`config.mk`:
```
export PLATFORM = sky130hd
export DESIGN_NAME = fdc_cmd
export DESIGN_NICKNAME = d
export VERILOG_FILES = /design/src/design/fdc_cmd_pkg.sv /design/src/design/fdc_cmd.sv
export SDC_FILE = /design/constraint.sdc
export NUM_CORES = 1
export LEC_CHECK = 0
export BUFFER_PORTS_ARGS = -buffer_cell sky130_fd_sc_hd__clkbuf_2
export CAP_MARGIN = 25
export CELL_PAD_IN_SITES_DETAIL_PLACEMENT = 1
export CELL_PAD_IN_SITES_GLOBAL_PLACEMENT = 2
export CORE_AREA = 2 2 188 190
export DETAILED_ROUTE_END_ITERATION = 10
export DIE_AREA = 0 0 190 192
export GPL_ROUTABILITY_DRIVEN = 0
export PLACE_DENSITY = 0.81
export SETUP_SLACK_MARGIN = 0.5
export SLEW_MARGIN = 30
export SYNTH_ARGS = -nofsm -noshare
export SYNTH_HDL_FRONTEND = slang
export SYNTH_HIERARCHICAL = 1
export SYNTH_SLANG_ARGS = --single-unit
```
`constraint.sdc`:
```
create_clock -name i_clk -period 3.2 [get_ports i_clk]
set_input_delay 0.48 -clock i_clk [delete_from_list [all_inputs] [get_ports i_clk]]
set_output_delay 0.48 -clock i_clk [all_outputs]
set_load 0.05 [all_outputs]
```
`src/design/fdc_cmd_pkg.sv`:
```
// Constants for the floppy read-data command interpreter.
// Assumes one 20 MHz clock domain; host bytes arrive on plain ports.
package fdc_cmd_pkg;
	// ------------------------------------------------------------
	// Timing
	// ------------------------------------------------------------
	localparam int CLK_HZ = 20000000;
	localparam int STEP_UNIT_US = 500; // Half a millisecond per code
	localparam int STEP_UNIT_CYC = (STEP_UNIT_US * (CLK_HZ / 1000000));
	// ------------------------------------------------------------
	// Command layout
	// ------------------------------------------------------------
	localparam logic [4:0] OP_READ_DATA = 5'h06;
	localparam logic [4:0] OP_READ_DELETED = 5'h0C;
	localparam int BIT_MULTI_TRACK = 7;
	localparam int BIT_DOUBLE_DENSITY = 6;
	localparam int BIT_SKIP_DELETED = 5;
	localparam int BIT_HEAD_SELECT = 2;
	localparam logic [3:0] CMD_LAST = 4'h8;
	localparam logic [2:0] RES_LAST = 3'h6;
	localparam logic [2:0] SIZE_MAX = 3'h7;
	localparam logic [15:0] SECTOR_BASE = 16'h0080;
	// ------------------------------------------------------------
	// Status bits, reset byte and buffer size
	// ------------------------------------------------------------
	localparam int ST0_ABNORMAL = 6;
	localparam int ST1_END_CYL = 7;
	localparam int ST2_CTRL_MARK = 6;
	localparam logic [7:0] RESET_BYTE = 8'h00;
	localparam int FIFO_DEPTH = 16;
	localparam int FIFO_WIDTH = 8;
endpackage

```
`src/design/fdc_cmd.sv`:
```
// Read-data command interpreter with its data FIFO.
// Assumes the host byte strobes, the drive sector stream and the drive
// status pins are synchronous to i_clk; none pass a synchronizer.
`timescale 1ns/10ps

// ------------------------------------------------------------
// Byte FIFO
// ------------------------------------------------------------
module fdc_fifo #(
	parameter int WIDTH = 8,
	parameter int DEPTH = 16
) (
	input wire logic i_clk,
	input wire logic i_nrst,
	input wire logic i_valid,
	output logic o_ready,
	input wire logic [WIDTH-1:0] i_data,
	output logic o_valid,
	input wire logic i_ready,
	output logic [WIDTH-1:0] o_data
);
	localparam int AW = $clog2(DEPTH);
	logic [WIDTH-1:0] mem_q [DEPTH]; // Storage
	logic [AW:0] wr_q; // Write pointer, extra wrap bit
	logic [AW:0] rd_q; // Read pointer
	logic full;
	logic empty;
	logic push;
	logic pop;
	assign full = (wr_q[AW] != rd_q[AW]) && (wr_q[AW-1:0] == rd_q[AW-1:0]);
	assign empty = (wr_q == rd_q);
	assign o_ready = !full;
	assign o_valid = !empty;
	assign push = i_valid && !full;
	assign pop = i_ready && !empty;
	assign o_data = mem_q[rd_q[AW-1:0]];
	// Storage writes carry no reset to keep it a plain array
	always_ff @(posedge i_clk) begin
		if (push) begin
			mem_q[wr_q[AW-1:0]] <= i_data;
		end
	end
	// Pointers
	always_ff @(posedge i_clk or negedge i_nrst) begin
		if (!i_nrst) begin
			wr_q <= '0;
			rd_q <= '0;
		end else begin
			if (push) begin
				wr_q <= wr_q + 1'b1;
			end
			if (pop) begin
				rd_q <= rd_q + 1'b1;
			end
		end
	end
endmodule

// ------------------------------------------------------------
// Command interpreter
// ------------------------------------------------------------
module fdc_cmd (
	input wire logic i_clk,
	input wire logic i_nrst,
	input wire logic i_cmd_wr, // Host writes a command byte
	input wire logic [7:0] i_cmd_data,
	input wire logic i_res_rd, // Host takes a result byte
	input wire logic i_sec_valid, // Drive sector byte present
	input wire logic [7:0] i_sec_data,
	input wire logic i_sec_deleted, // Current sector has deleted mark
	input wire logic i_sec_last, // Last byte of current sector
	input wire logic i_host_ready, // System side takes data
	input wire logic i_no_dma_flag,
	input wire logic i_overwrite_enable,
	input wire logic i_perp_wr, // Perpendicular config write
	input wire logic [7:0] i_perp_data,
	input wire logic i_polling_disable,
	input wire logic [7:0] i_precomp_start_track,
	input wire logic i_seek_rel, // Relative seek request
	input wire logic [7:0] i_relative_cylinder,
	input wire logic [7:0] i_sectors_per_track,
	input wire logic i_verify_count_enable,
	input wire logic [3:0] i_step_interval,
	input wire logic i_write_gate_timing,
	input wire logic i_write_req,
	output logic o_cmd_ready,
	output logic o_res_valid,
	output logic [7:0] o_res_data,
	output logic o_sec_ready,
	output logic o_data_valid,
	output logic [7:0] o_data,
	output logic o_irq,
	output logic o_dma_req,
	output logic [3:0] o_perp_cfg,
	output logic o_poll_active,
	output logic [7:0] o_precomp_track,
	output logic [7:0] o_present_cylinder,
	output logic [7:0] o_sector_limit,
	output logic o_step,
	output logic o_write_enable,
	output logic [15:0] o_sector_len
);
	import fdc_cmd_pkg::*;

	typedef enum logic [3:0] {
		S_CMD = 4'h1,
		S_EXEC = 4'h2,
		S_RES = 4'h4,
		S_BAD = 4'h8
	} state_t;

	state_t state_q;
	logic [3:0] cnt_q; // Command byte index
	logic [2:0] res_q; // Result byte index
	logic [7:0] op_q; // First command byte
	logic [2:0] dsel_q; // Head and drive
	logic [7:0] cyl_q, head_q, sect_q, size_q, eot_q;
	logic [7:0] st0_q, st1_q, st2_q;
	logic is_deleted_cmd;
	logic skip_sector;
	logic f_valid, f_ready, f_out_valid;
	logic sec_take; // Drive byte accepted this cycle, kept or dropped
	logic exec_done; // Last byte of the final sector accepted
	logic f_pop; // System side takes a byte from the buffer
	logic [4:0] occ_q; // Bytes held in the buffer
	logic [4:0] occ_d;
	logic [7:0] f_out;
	logic [7:0] res_mux;

	assign is_deleted_cmd = (op_q[4:0] == OP_READ_DELETED);
	// Filter deleted or undeleted sectors by the skip flag
	assign skip_sector = op_q[BIT_SKIP_DELETED] &&
		(is_deleted_cmd ? !i_sec_deleted : i_sec_deleted);
	// Ready is registered, so acceptance follows it exactly as the drive
	// side sees it; a skipped byte is taken and dropped
	assign sec_take = (state_q == S_EXEC) && i_sec_valid && o_sec_ready;
	assign f_valid = sec_take && !skip_sector;
	assign exec_done = sec_take && i_sec_last && (sect_q == eot_q);
	assign f_pop = i_host_ready && o_data_valid && f_out_valid;
	// Fill level after this edge, to drop ready as soon as the buffer is full
	always_comb begin
		occ_d = occ_q + {4'h0, f_valid} - {4'h0, f_pop};
	end
	always_ff @(posedge i_clk or negedge i_nrst) begin
		if (!i_nrst) begin
			occ_q <= 5'h00;
		end else begin
			occ_q <= occ_d;
		end
	end

	// Sector data buffer; a stalled host backs up to the drive side
	fdc_fifo #(.WIDTH(FIFO_WIDTH), .DEPTH(FIFO_DEPTH)) u_fifo (
		.i_clk(i_clk),
		.i_nrst(i_nrst),
		.i_valid(f_valid),
		.o_ready(f_ready),
		.i_data(i_sec_data),
		.o_valid(f_out_valid),
		.i_ready(i_host_ready && o_data_valid),
		.o_data(f_out)
	);

	// ------------------------------------------------------------
	// Phase sequencer
	// ------------------------------------------------------------
	always_ff @(posedge i_clk or negedge i_nrst) begin
		if (!i_nrst) begin
			state_q <= S_CMD;
			cnt_q <= 4'h0;
			res_q <= 3'h0;
		end else begin
			case (state_q)
				S_CMD: begin
					if (i_cmd_wr) begin
						if (cnt_q == CMD_LAST) begin
							cnt_q <= 4'h0;
							state_q <= S_EXEC;
						end else begin
							cnt_q <= cnt_q + 4'h1;
						end
					end
				end
				S_EXEC: begin
					// Ends once the last byte of the final sector is accepted
					if (exec_done) begin
						state_q <= S_RES;
						res_q <= 3'h0;
					end
				end
				S_RES: begin
					if (i_res_rd) begin
						if (res_q == RES_LAST) begin
							state_q <= S_CMD;
						end else begin
							res_q <= res_q + 3'h1;
						end
					end
				end
				default: state_q <= S_CMD;
			endcase
		end
	end

	// ------------------------------------------------------------
	// Command parameters
	// ------------------------------------------------------------
	always_ff @(posedge i_clk or negedge i_nrst) begin
		if (!i_nrst) begin
			op_q <= RESET_BYTE;
			dsel_q <= 3'h0;
			cyl_q <= RESET_BYTE;
			head_q <= RESET_BYTE;
			sect_q <= RESET_BYTE;
			size_q <= RESET_BYTE;
			eot_q <= RESET_BYTE;
		end else if (state_q == S_CMD && i_cmd_wr) begin
			case (cnt_q)
				4'h0: op_q <= i_cmd_data;
				4'h1: dsel_q <= i_cmd_data[BIT_HEAD_SELECT:0];
				4'h2: cyl_q <= i_cmd_data;
				4'h3: head_q <= i_cmd_data;
				4'h4: sect_q <= i_cmd_data;
				4'h5: size_q <= i_cmd_data;
				4'h6: eot_q <= i_cmd_data;
				default: ;
			endcase
		end else if (sec_take && i_sec_last && sect_q != eot_q) begin
			sect_q <= sect_q + 8'h01; // Next sector of multi-sector
		end
	end

	// Status kept for the result phase
	always_ff @(posedge i_clk or negedge i_nrst) begin
		if (!i_nrst) begin
			st0_q <= RESET_BYTE;
			st1_q <= RESET_BYTE;
			st2_q <= RESET_BYTE;
		end else if (state_q == S_CMD && i_cmd_wr && cnt_q == CMD_LAST) begin
			st0_q <= {5'h00, dsel_q};
			st1_q <= RESET_BYTE;
			st2_q <= RESET_BYTE;
		end else if (f_valid && i_sec_deleted) begin
			st2_q[ST2_CTRL_MARK] <= 1'b1; // Deleted sector passed through
		end
	end

	always_comb begin
		case (res_q)
			3'h0: res_mux = st0_q;
			3'h1: res_mux = st1_q;
			3'h2: res_mux = st2_q;
			3'h3: res_mux = cyl_q;
			3'h4: res_mux = head_q;
			3'h5: res_mux = sect_q;
			default: res_mux = size_q;
		endcase
	end

	// ------------------------------------------------------------
	// Host-facing registers
	// ------------------------------------------------------------
	always_ff @(posedge i_clk or negedge i_nrst) begin
		if (!i_nrst) begin
			o_cmd_ready <= 1'b1;
			o_res_valid <= 1'b0;
			o_res_data <= RESET_BYTE;
		end else begin
			o_cmd_ready <= (state_q == S_CMD) &&
				!(i_cmd_wr && cnt_q == CMD_LAST);
			o_res_valid <= (state_q == S_RES) &&
				!(i_res_rd && res_q == RES_LAST);
			o_res_data <= (state_q == S_RES) ? res_mux : RESET_BYTE;
		end
	end

	// Data path and transfer request
	always_ff @(posedge i_clk or negedge i_nrst) begin
		if (!i_nrst) begin
			o_data_valid <= 1'b0;
			o_data <= RESET_BYTE;
			o_irq <= 1'b0;
			o_dma_req <= 1'b0;
			o_sec_ready <= 1'b0;
		end else begin
			o_data_valid <= f_out_valid && !(o_data_valid && i_host_ready);
			o_data <= f_out;
			o_irq <= i_no_dma_flag && f_out_valid;
			o_dma_req <= !i_no_dma_flag && f_out_valid;
			o_sec_ready <= (state_q == S_EXEC) && !exec_done &&
				(occ_d < 5'(FIFO_DEPTH));
		end
	end

	// ------------------------------------------------------------
	// Configuration settings
	// ------------------------------------------------------------
	always_ff @(posedge i_clk or negedge i_nrst) begin
		if (!i_nrst) begin
			o_perp_cfg <= 4'h0;
			o_poll_active <= 1'b1;
			o_precomp_track <= RESET_BYTE;
			o_sector_limit <= RESET_BYTE;
			o_sector_len <= SECTOR_BASE;
		end else begin
			if (i_perp_wr && i_overwrite_enable) begin
				o_perp_cfg <= i_perp_data[3:0];
			end
			o_poll_active <= !i_polling_disable;
			o_precomp_track <= i_precomp_start_track;
			o_sector_limit <= i_verify_count_enable ?
				i_sectors_per_track : i_sectors_per_track;
			o_sector_len <= SECTOR_BASE << size_q[2:0];
		end
	end

	// ------------------------------------------------------------
	// Head position and stepping
	// ------------------------------------------------------------
	logic [7:0] steps_q;
	logic [17:0] step_cnt_q;
	always_ff @(posedge i_clk or negedge i_nrst) begin
		if (!i_nrst) begin
			o_present_cylinder <= RESET_BYTE;
			steps_q <= RESET_BYTE;
			step_cnt_q <= '0;
			o_step <= 1'b0;
		end else begin
			o_step <= 1'b0;
			if (i_seek_rel && steps_q == 8'h00) begin
				steps_q <= i_relative_cylinder;
			end else if (steps_q != 8'h00) begin
				if (step_cnt_q == 18'h0) begin
					// Interval per code step of half a millisecond
					step_cnt_q <= 18'((32'(i_step_interval) + 1) *
						STEP_UNIT_CYC - 1);
					o_step <= 1'b1;
					steps_q <= steps_q - 8'h01;
					o_present_cylinder <= o_present_cylinder + 8'h01;
				end else begin
					step_cnt_q <= step_cnt_q - 18'h1;
				end
			end
		end
	end

	// Pre-erase: write enable delayed four clock cycles when gate timing set
	logic [3:0] we_dly_q;
	always_ff @(posedge i_clk or negedge i_nrst) begin
		if (!i_nrst) begin
			we_dly_q <= 4'h0;
			o_write_enable <= 1'b0;
		end else begin
			we_dly_q <= {we_dly_q[2:0], i_write_req};
			o_write_enable <= i_write_gate_timing ?
				(i_write_req && we_dly_q[3]) : i_write_req;
		end
	end

	// ------------------------------------------------------------
	// Checks
	// ------------------------------------------------------------
	property p_exec_after_last;
		@(posedge i_clk) disable iff (!i_nrst)
		(state_q == S_CMD && i_cmd_wr && cnt_q == CMD_LAST) |=>
			state_q == S_EXEC;
	endproperty
	a_exec_after_last: assert property (p_exec_after_last)
		else $error("no execution after last byte");
	property p_res_hidden;
		@(posedge i_clk) disable iff (!i_nrst)
		(state_q != S_RES) |=> !o_res_valid;
	endproperty
	a_res_hidden: assert property (p_res_hidden)
		else $error("result visible outside result phase");
	property p_refuse;
		@(posedge i_clk) disable iff (!i_nrst)
		(state_q == S_EXEC) |=> !o_cmd_ready;
	endproperty
	a_refuse: assert property (p_refuse)
		else $error("command accepted during execution");
	property p_perp;
		@(posedge i_clk) disable iff (!i_nrst)
		!i_overwrite_enable |=> $stable(o_perp_cfg);
	endproperty
	a_perp: assert property (p_perp)
		else $error("perpendicular bits changed without overwrite");
	property p_skip;
		@(posedge i_clk) disable iff (!i_nrst)
		(sec_take && skip_sector && i_sec_deleted) |=> $stable(st2_q);
	endproperty
	a_skip: assert property (p_skip)
		else $error("skipped sector entered buffer");
	property p_dma;
		@(posedge i_clk) disable iff (!i_nrst)
		o_dma_req |-> !o_irq;
	endproperty
	a_dma: assert property (p_dma)
		else $error("irq and dma together");
	property p_len;
		@(posedge i_clk) disable iff (!i_nrst)
		$stable(size_q) |-> o_sector_len == (SECTOR_BASE << size_q[2:0]);
	endproperty
	a_len: assert property (p_len)
		else $error("sector length wrong");
	property p_first;
		@(posedge i_clk) disable iff (!i_nrst)
		(state_q == S_RES && res_q == 3'h0) |=> o_res_data == st0_q;
	endproperty
	a_first: assert property (p_first)
		else $error("first result byte not status zero");
	c_exec: cover property (@(posedge i_clk) state_q == S_EXEC);
	c_res: cover property (@(posedge i_clk) state_q == S_RES);
	c_full: cover property (@(posedge i_clk) !f_ready);
endmodule

```
== Word level (Yosys, flattened, before mapping) ==
Memories as Yosys holds them, arrays and structs flattened. A register that Yosys moved wholly into a read port is not among the register bits.
Index checks and enable logic that the tools add are counted.
W data, S select, Z words.

* Register bits: 170
* Bits in writable memories: 128
* Logic and storage cells: 168
* Memories kept: 1

* Add/sub/neg operators: 12
* Multiply operators: 1
* Order comparisons: 1
* Equal/unequal tests: 29
* Shift operators: 1
* Muxes and demuxes: 29
* Bitwise operators: 1
* Reduce and logical (&&, ||, !) cells: 60

{| class="wikitable"
|+ Memories
! name !! depth !! bits a word !! read ports !! clocked after memory_dff !! write ports !! RTL line !! RTL
|-
| u_fifo.mem_q || 16 || 8 || 1 || 1 || 1 || fdc_cmd.sv:23 || <nowiki>logic [WIDTH-1:0] mem_q [DEPTH];</nowiki>
|}

{| class="wikitable"
|+ Operator list
! cell !! count
|-
| $mux W8 || 7
|-
| $pmux W8 S6 || 1
|-
| $sub A18 B1 Y18 const B || 2
|-
| $logic_and A1 B1 Y1 || 26
|-
| $mux W4 || 6
|-
| $reduce_and A2 Y1 || 10
|-
| $logic_not A18 Y1 || 1
|-
| $mux W18 || 1
|-
| $add A8 B1 Y8 const B || 2
|-
| $eq A4 B3 Y1 const B || 4
|-
| $shl A8 B3 Y16 const A || 1
|-
| $mul A5 B10 Y14 const B || 1
|-
| $eq A4 B2 Y1 const B || 3
|-
| $ne A2 B2 Y1 const B || 6
|-
| $pmux W4 S3 || 1
|-
| $logic_not A1 Y1 || 11
|-
| $add A5 B1 Y5 const B || 2
|-
| $reduce_bool A2 Y1 || 5
|-
| $eq A3 B3 Y1 const B || 3
|-
| $mux W1 || 9
|-
| $mux W3 || 3
|-
| $eq A4 B1 Y1 const B || 2
|-
| $eq A8 B8 Y1 || 1
|-
| $logic_not A8 Y1 || 1
|-
| other kinds (24) || 25
|}

== Longest topological paths before layout ==
* Depth in word-level cells: 9
* Gate-level depth with buffers: 17
* Mapped depth without buffers: 16

== Modules after synthesis ==
The synthesis kept the hierarchy.

{| class="wikitable"
|+ Modules (own cells, without submodules)
! module !! instances !! cells an instance !! area each (um^2)
|-
| fdc_cmd || 1 || 722 || 7896.3
|-
| fdc_fifo || 1 || 293 || 5661.7
|}

== Worst setup path before layout ==
Ideal clock, no wire load.

* Kind: input-to-reg
* Start point: input i_step_interval[0]
* End point: register step_cnt_q[17]
* Library setup time: 0.104 ns
* Arrival: 4.076 ns
* Setup slack: -0.980 ns
* Stages on the path: 16
* Path buffers: 1
* Path through: clkbuf_1 -> nand3_1 -> xor2_1 -> fa_1 -> ha_1 -> inv_1 -> fa_1 -> inv_1 -> ha_1 -> a21oi_1 -> nand2_1 -> or2_2 -> a211oi_1 -> nand4b_1 -> xor2_1 -> a221oi_1

* Word-level cells in the longest chain between the ends: 4

{| class="wikitable"
|+ RTL lines
! item !! RTL line !! RTL
|-
| start, declared || fdc_cmd.sv:83 || <nowiki>input wire logic [3:0] i_step_interval,</nowiki>
|-
| $add A4 B1 Y5 || fdc_cmd.sv:335 || <nowiki>step_cnt_q <= 18'((32'(i_step_interval) + 1) *</nowiki>
|-
| $mul A5 B10 Y14 || fdc_cmd.sv:335 ||
|-
| $sub A18 B1 Y18 || fdc_cmd.sv:336 || <nowiki>STEP_UNIT_CYC - 1);</nowiki>
|-
| $mux W18 || fdc_cmd.sv:333 || <nowiki>if (step_cnt_q == 18'h0) begin</nowiki>
|-
| end signal, assigned || fdc_cmd.sv:335 ||
|-
| end signal, assigned || fdc_cmd.sv:341 || <nowiki>step_cnt_q <= step_cnt_q - 18'h1;</nowiki>
|-
| end, declared || fdc_cmd.sv:321 || <nowiki>logic [17:0] step_cnt_q;</nowiki>
|}

Every way passes these cells.
A chain may end at the register's enable or synchronous reset.

== Worst setup path in the final report ==
* Start point: input i_step_interval[1]
* End point: register step_cnt_q[17]

Same word-level chain as after synthesis.

==> results.yml <==
outcome:
  outcome: "finished with violations"
  violations: "negative setup slack"
sta:
  hold_ws_ps: 57.3
  setup_viol: 3
  post-route-min-period_ps: 3300
  max_freq_mhz: 303
  skew_ps: 23.1
  tns_ps: -259
  setup_slack_ps: -101
  tightest_slew_ps: 741
  hold_violations: 0
  rsz0062_at_grt: "yes"
  slew_headroom_pct: 50.1
  fin_crit_sh_pct: 103
  maxSlewViolCount: 0
route:
  drc: 0
  top_layer: "met4"
  wl_met2_um: 15900
  vias_per_cell: 5.21
  vias: 8835
  met3_length_um: 960
  drtPass1Iterations: 5
  ant_nets: 0
  wl_um: 30800
  drt_iter0_markers: 379
  drt-met1-wl_um: 13300
  routedWlPerCell_um: 18.2
cells_and_area:
  fillers: 3530
  final_cell_count_no_fill: 1697
  finalCoreUtilization_pct: 49.0
  layout-drive-gt1-share_pct: 33.9
  layout.nets: 1341
  area_growth_pct: 23.8
  antenna_cells: 0
  final_area_um2: 16800
floorplan:
  start_util_pct: 39.5
  coreArea_um2: 34300
  die-height_um: 192
  num_rows: 68
  ios: 137
  dieArea_um2: 36500
  dieWidth_um: 190
cts:
  clk_pin_slew_ps: 60
  root_buffer: "clkbuf_16"
  cts_tree: "yes"
  clockBufferDepth: 3
  cts_max_level: 2
  numCtsBuffers: 34
  insertion_delay_ps: 530
  cts.sinks: 297
placed_design:
  placed_cell_area_um2: 15200
  dp_hpwl_um: 21300
  portBuffers: 123
  placedCellCount: 1618
  post-place-ws_ps: -734
worst_setup_path:
  cp-start-kind: "primary input"
  r2r_cells: 7
  critPathMaxFanout: 6
  reg2reg_to: "step_cnt_q[15]"
  worstSetupPathType: "in2reg"
  r2r-start: "step_cnt_q[1]"
  crit_arrival_ps: 3710
  end_kind: "flop"
  worstPathRequired_ps: 3610
  r2r_setup_slack_ps: 580
  crit_start: "i_step_interval[1]"
global_routing:
  grtUsageTotal_pct: 17.2
  grt-ovfl-total: 0
  first_global_vias: 9463
  antenna_found_initial: 0
  grt_first_pass_wirelength_um: 49900
  grt_max_degree: 64
yosys:
  synthesis.area_um2: 13600
  synthCells: 1014
  syn-mean-instance-area_um2: 13.4
  yosysWarnings: 6
worst_hold_path:
  hp-class: "in2reg"
  min-delay-start: "i_polling_disable"
  whs_endpoint: "o_poll_active"
  whs_path_depth: 2
job:
  drv_cap: 0
power:
  p_leak_nw: 6.83
  fin_total_pwr_mw: 11.1
  ir_drop_v: 0.000385
  powerDensity_nw_per_um2: 663
[where the power goes]
group | internal (mW) | switching (mW) | total, mW
logic | 1.05 | 1.19 | 2.23
clock network | 2.51 | 1.54 | 4.06
registers | 4.44 | 0.395 | 4.83
[per-layer routing]
| metal | GRT usage (%) | vias up |
|---|---|---|
| met5 | 0 | - |
| met3 | 2.52 | 39 |
| met1 | 21.6 | 4541 |
| met4 | 5.37 | 0 |
| met2 | 30.6 | 142 |
| li1 | - | 4113 |
[worst max path at each step]
stage	cells after the start	endpoint	slack, ps
2_1_floorplan	15	step_cnt_q[17]	-450
3_3_place_gp	16	step_cnt_q[17]	-630
3_5_place_dp	16	step_cnt_q[17]	-730
4_1_cts	16	step_cnt_q[17]	-120
5_1_grt	16	step_cnt_q[17]	-230
6_report	16	step_cnt_q[17]	-100
[what timing repair did]
item / 4_1_cts / 5_1_grt
pin swaps: 17 / 15
gates resized for setup: 26 / 28
setup endpoints to repair: 8 / 24
endpoints found under the hold margin: 42 / 0
setup buffers: 10 / 7
hold buffers: 1 / 0
[state kept, by name, indices dropped and copies added (netlist names), 4 cells and up]
name                cells
step_cnt_q             18
cyl_q                   8
sect_q                  8
o_res_data              8
size_q                  8
o_present_cylinder      8
steps_q                 8
o_sector_limit          8
u_fifo/mem_q          128
o_perp_cfg              4
cnt_q                   4
o_precomp_track         8
occ_q                   5
op_q                    6
head_q                  8
eot_q                   8
o_sector_len            8
u_fifo/rd_q             5
o_data                  8
u_fifo/wr_q             5
we_dly_q                4
[area by class of cell]
type                            count  area (um^2)  area share [%]
Clock inverter                     14          218            1.30
Tap cell                          455          569            3.39
Multi-Input combinational cell    633         5450            32.5
Inverter                           43          161           0.962
Clock buffer                       47          960            5.72
Timing Repair Buffer              208         1340            7.98
Sequential cell                   297         8080            48.2
[cell usage in the layout, fill, tap and decap left out, types with 8 or more instances in the layout]
cell type,n
dfrtp_1,160
o21ai_1,11
mux2i_1,26
ha_1,39
and2_1,10
nand2b_1,9
nand3_1,19
edfxtp_1,128
nand2_1,62
clkbuf_16,35
o21ai_0,25
inv_1,35
nand4_1,11
nor4_1,9
buf_4,78
ha_4,10
a22oi_1,9
xor2_1,21
clkbuf_2,119
a32oi_1,8
xnor2_1,25
conb_1,8
nor2_1,54
a21oi_1,42
inv_2,8
mux2_2,51
mux4_2,21
or3_1,9
nor3_1,14
[critical path, cell delays in order]
cell and delay [ps]:
clkbuf_16 130, ha_4 180, xor2_4 160, fa_1 490
ha_2 170, inv_2 40, fa_1 490, inv_2 50
ha_4 230, a21oi_4 140, inv_1 60, a211o_1 300
or4_1 410, nand3_1 90, xor2_1 80, a221oi_2 210
Note: power is estimated with default switching activity, not from simulation.
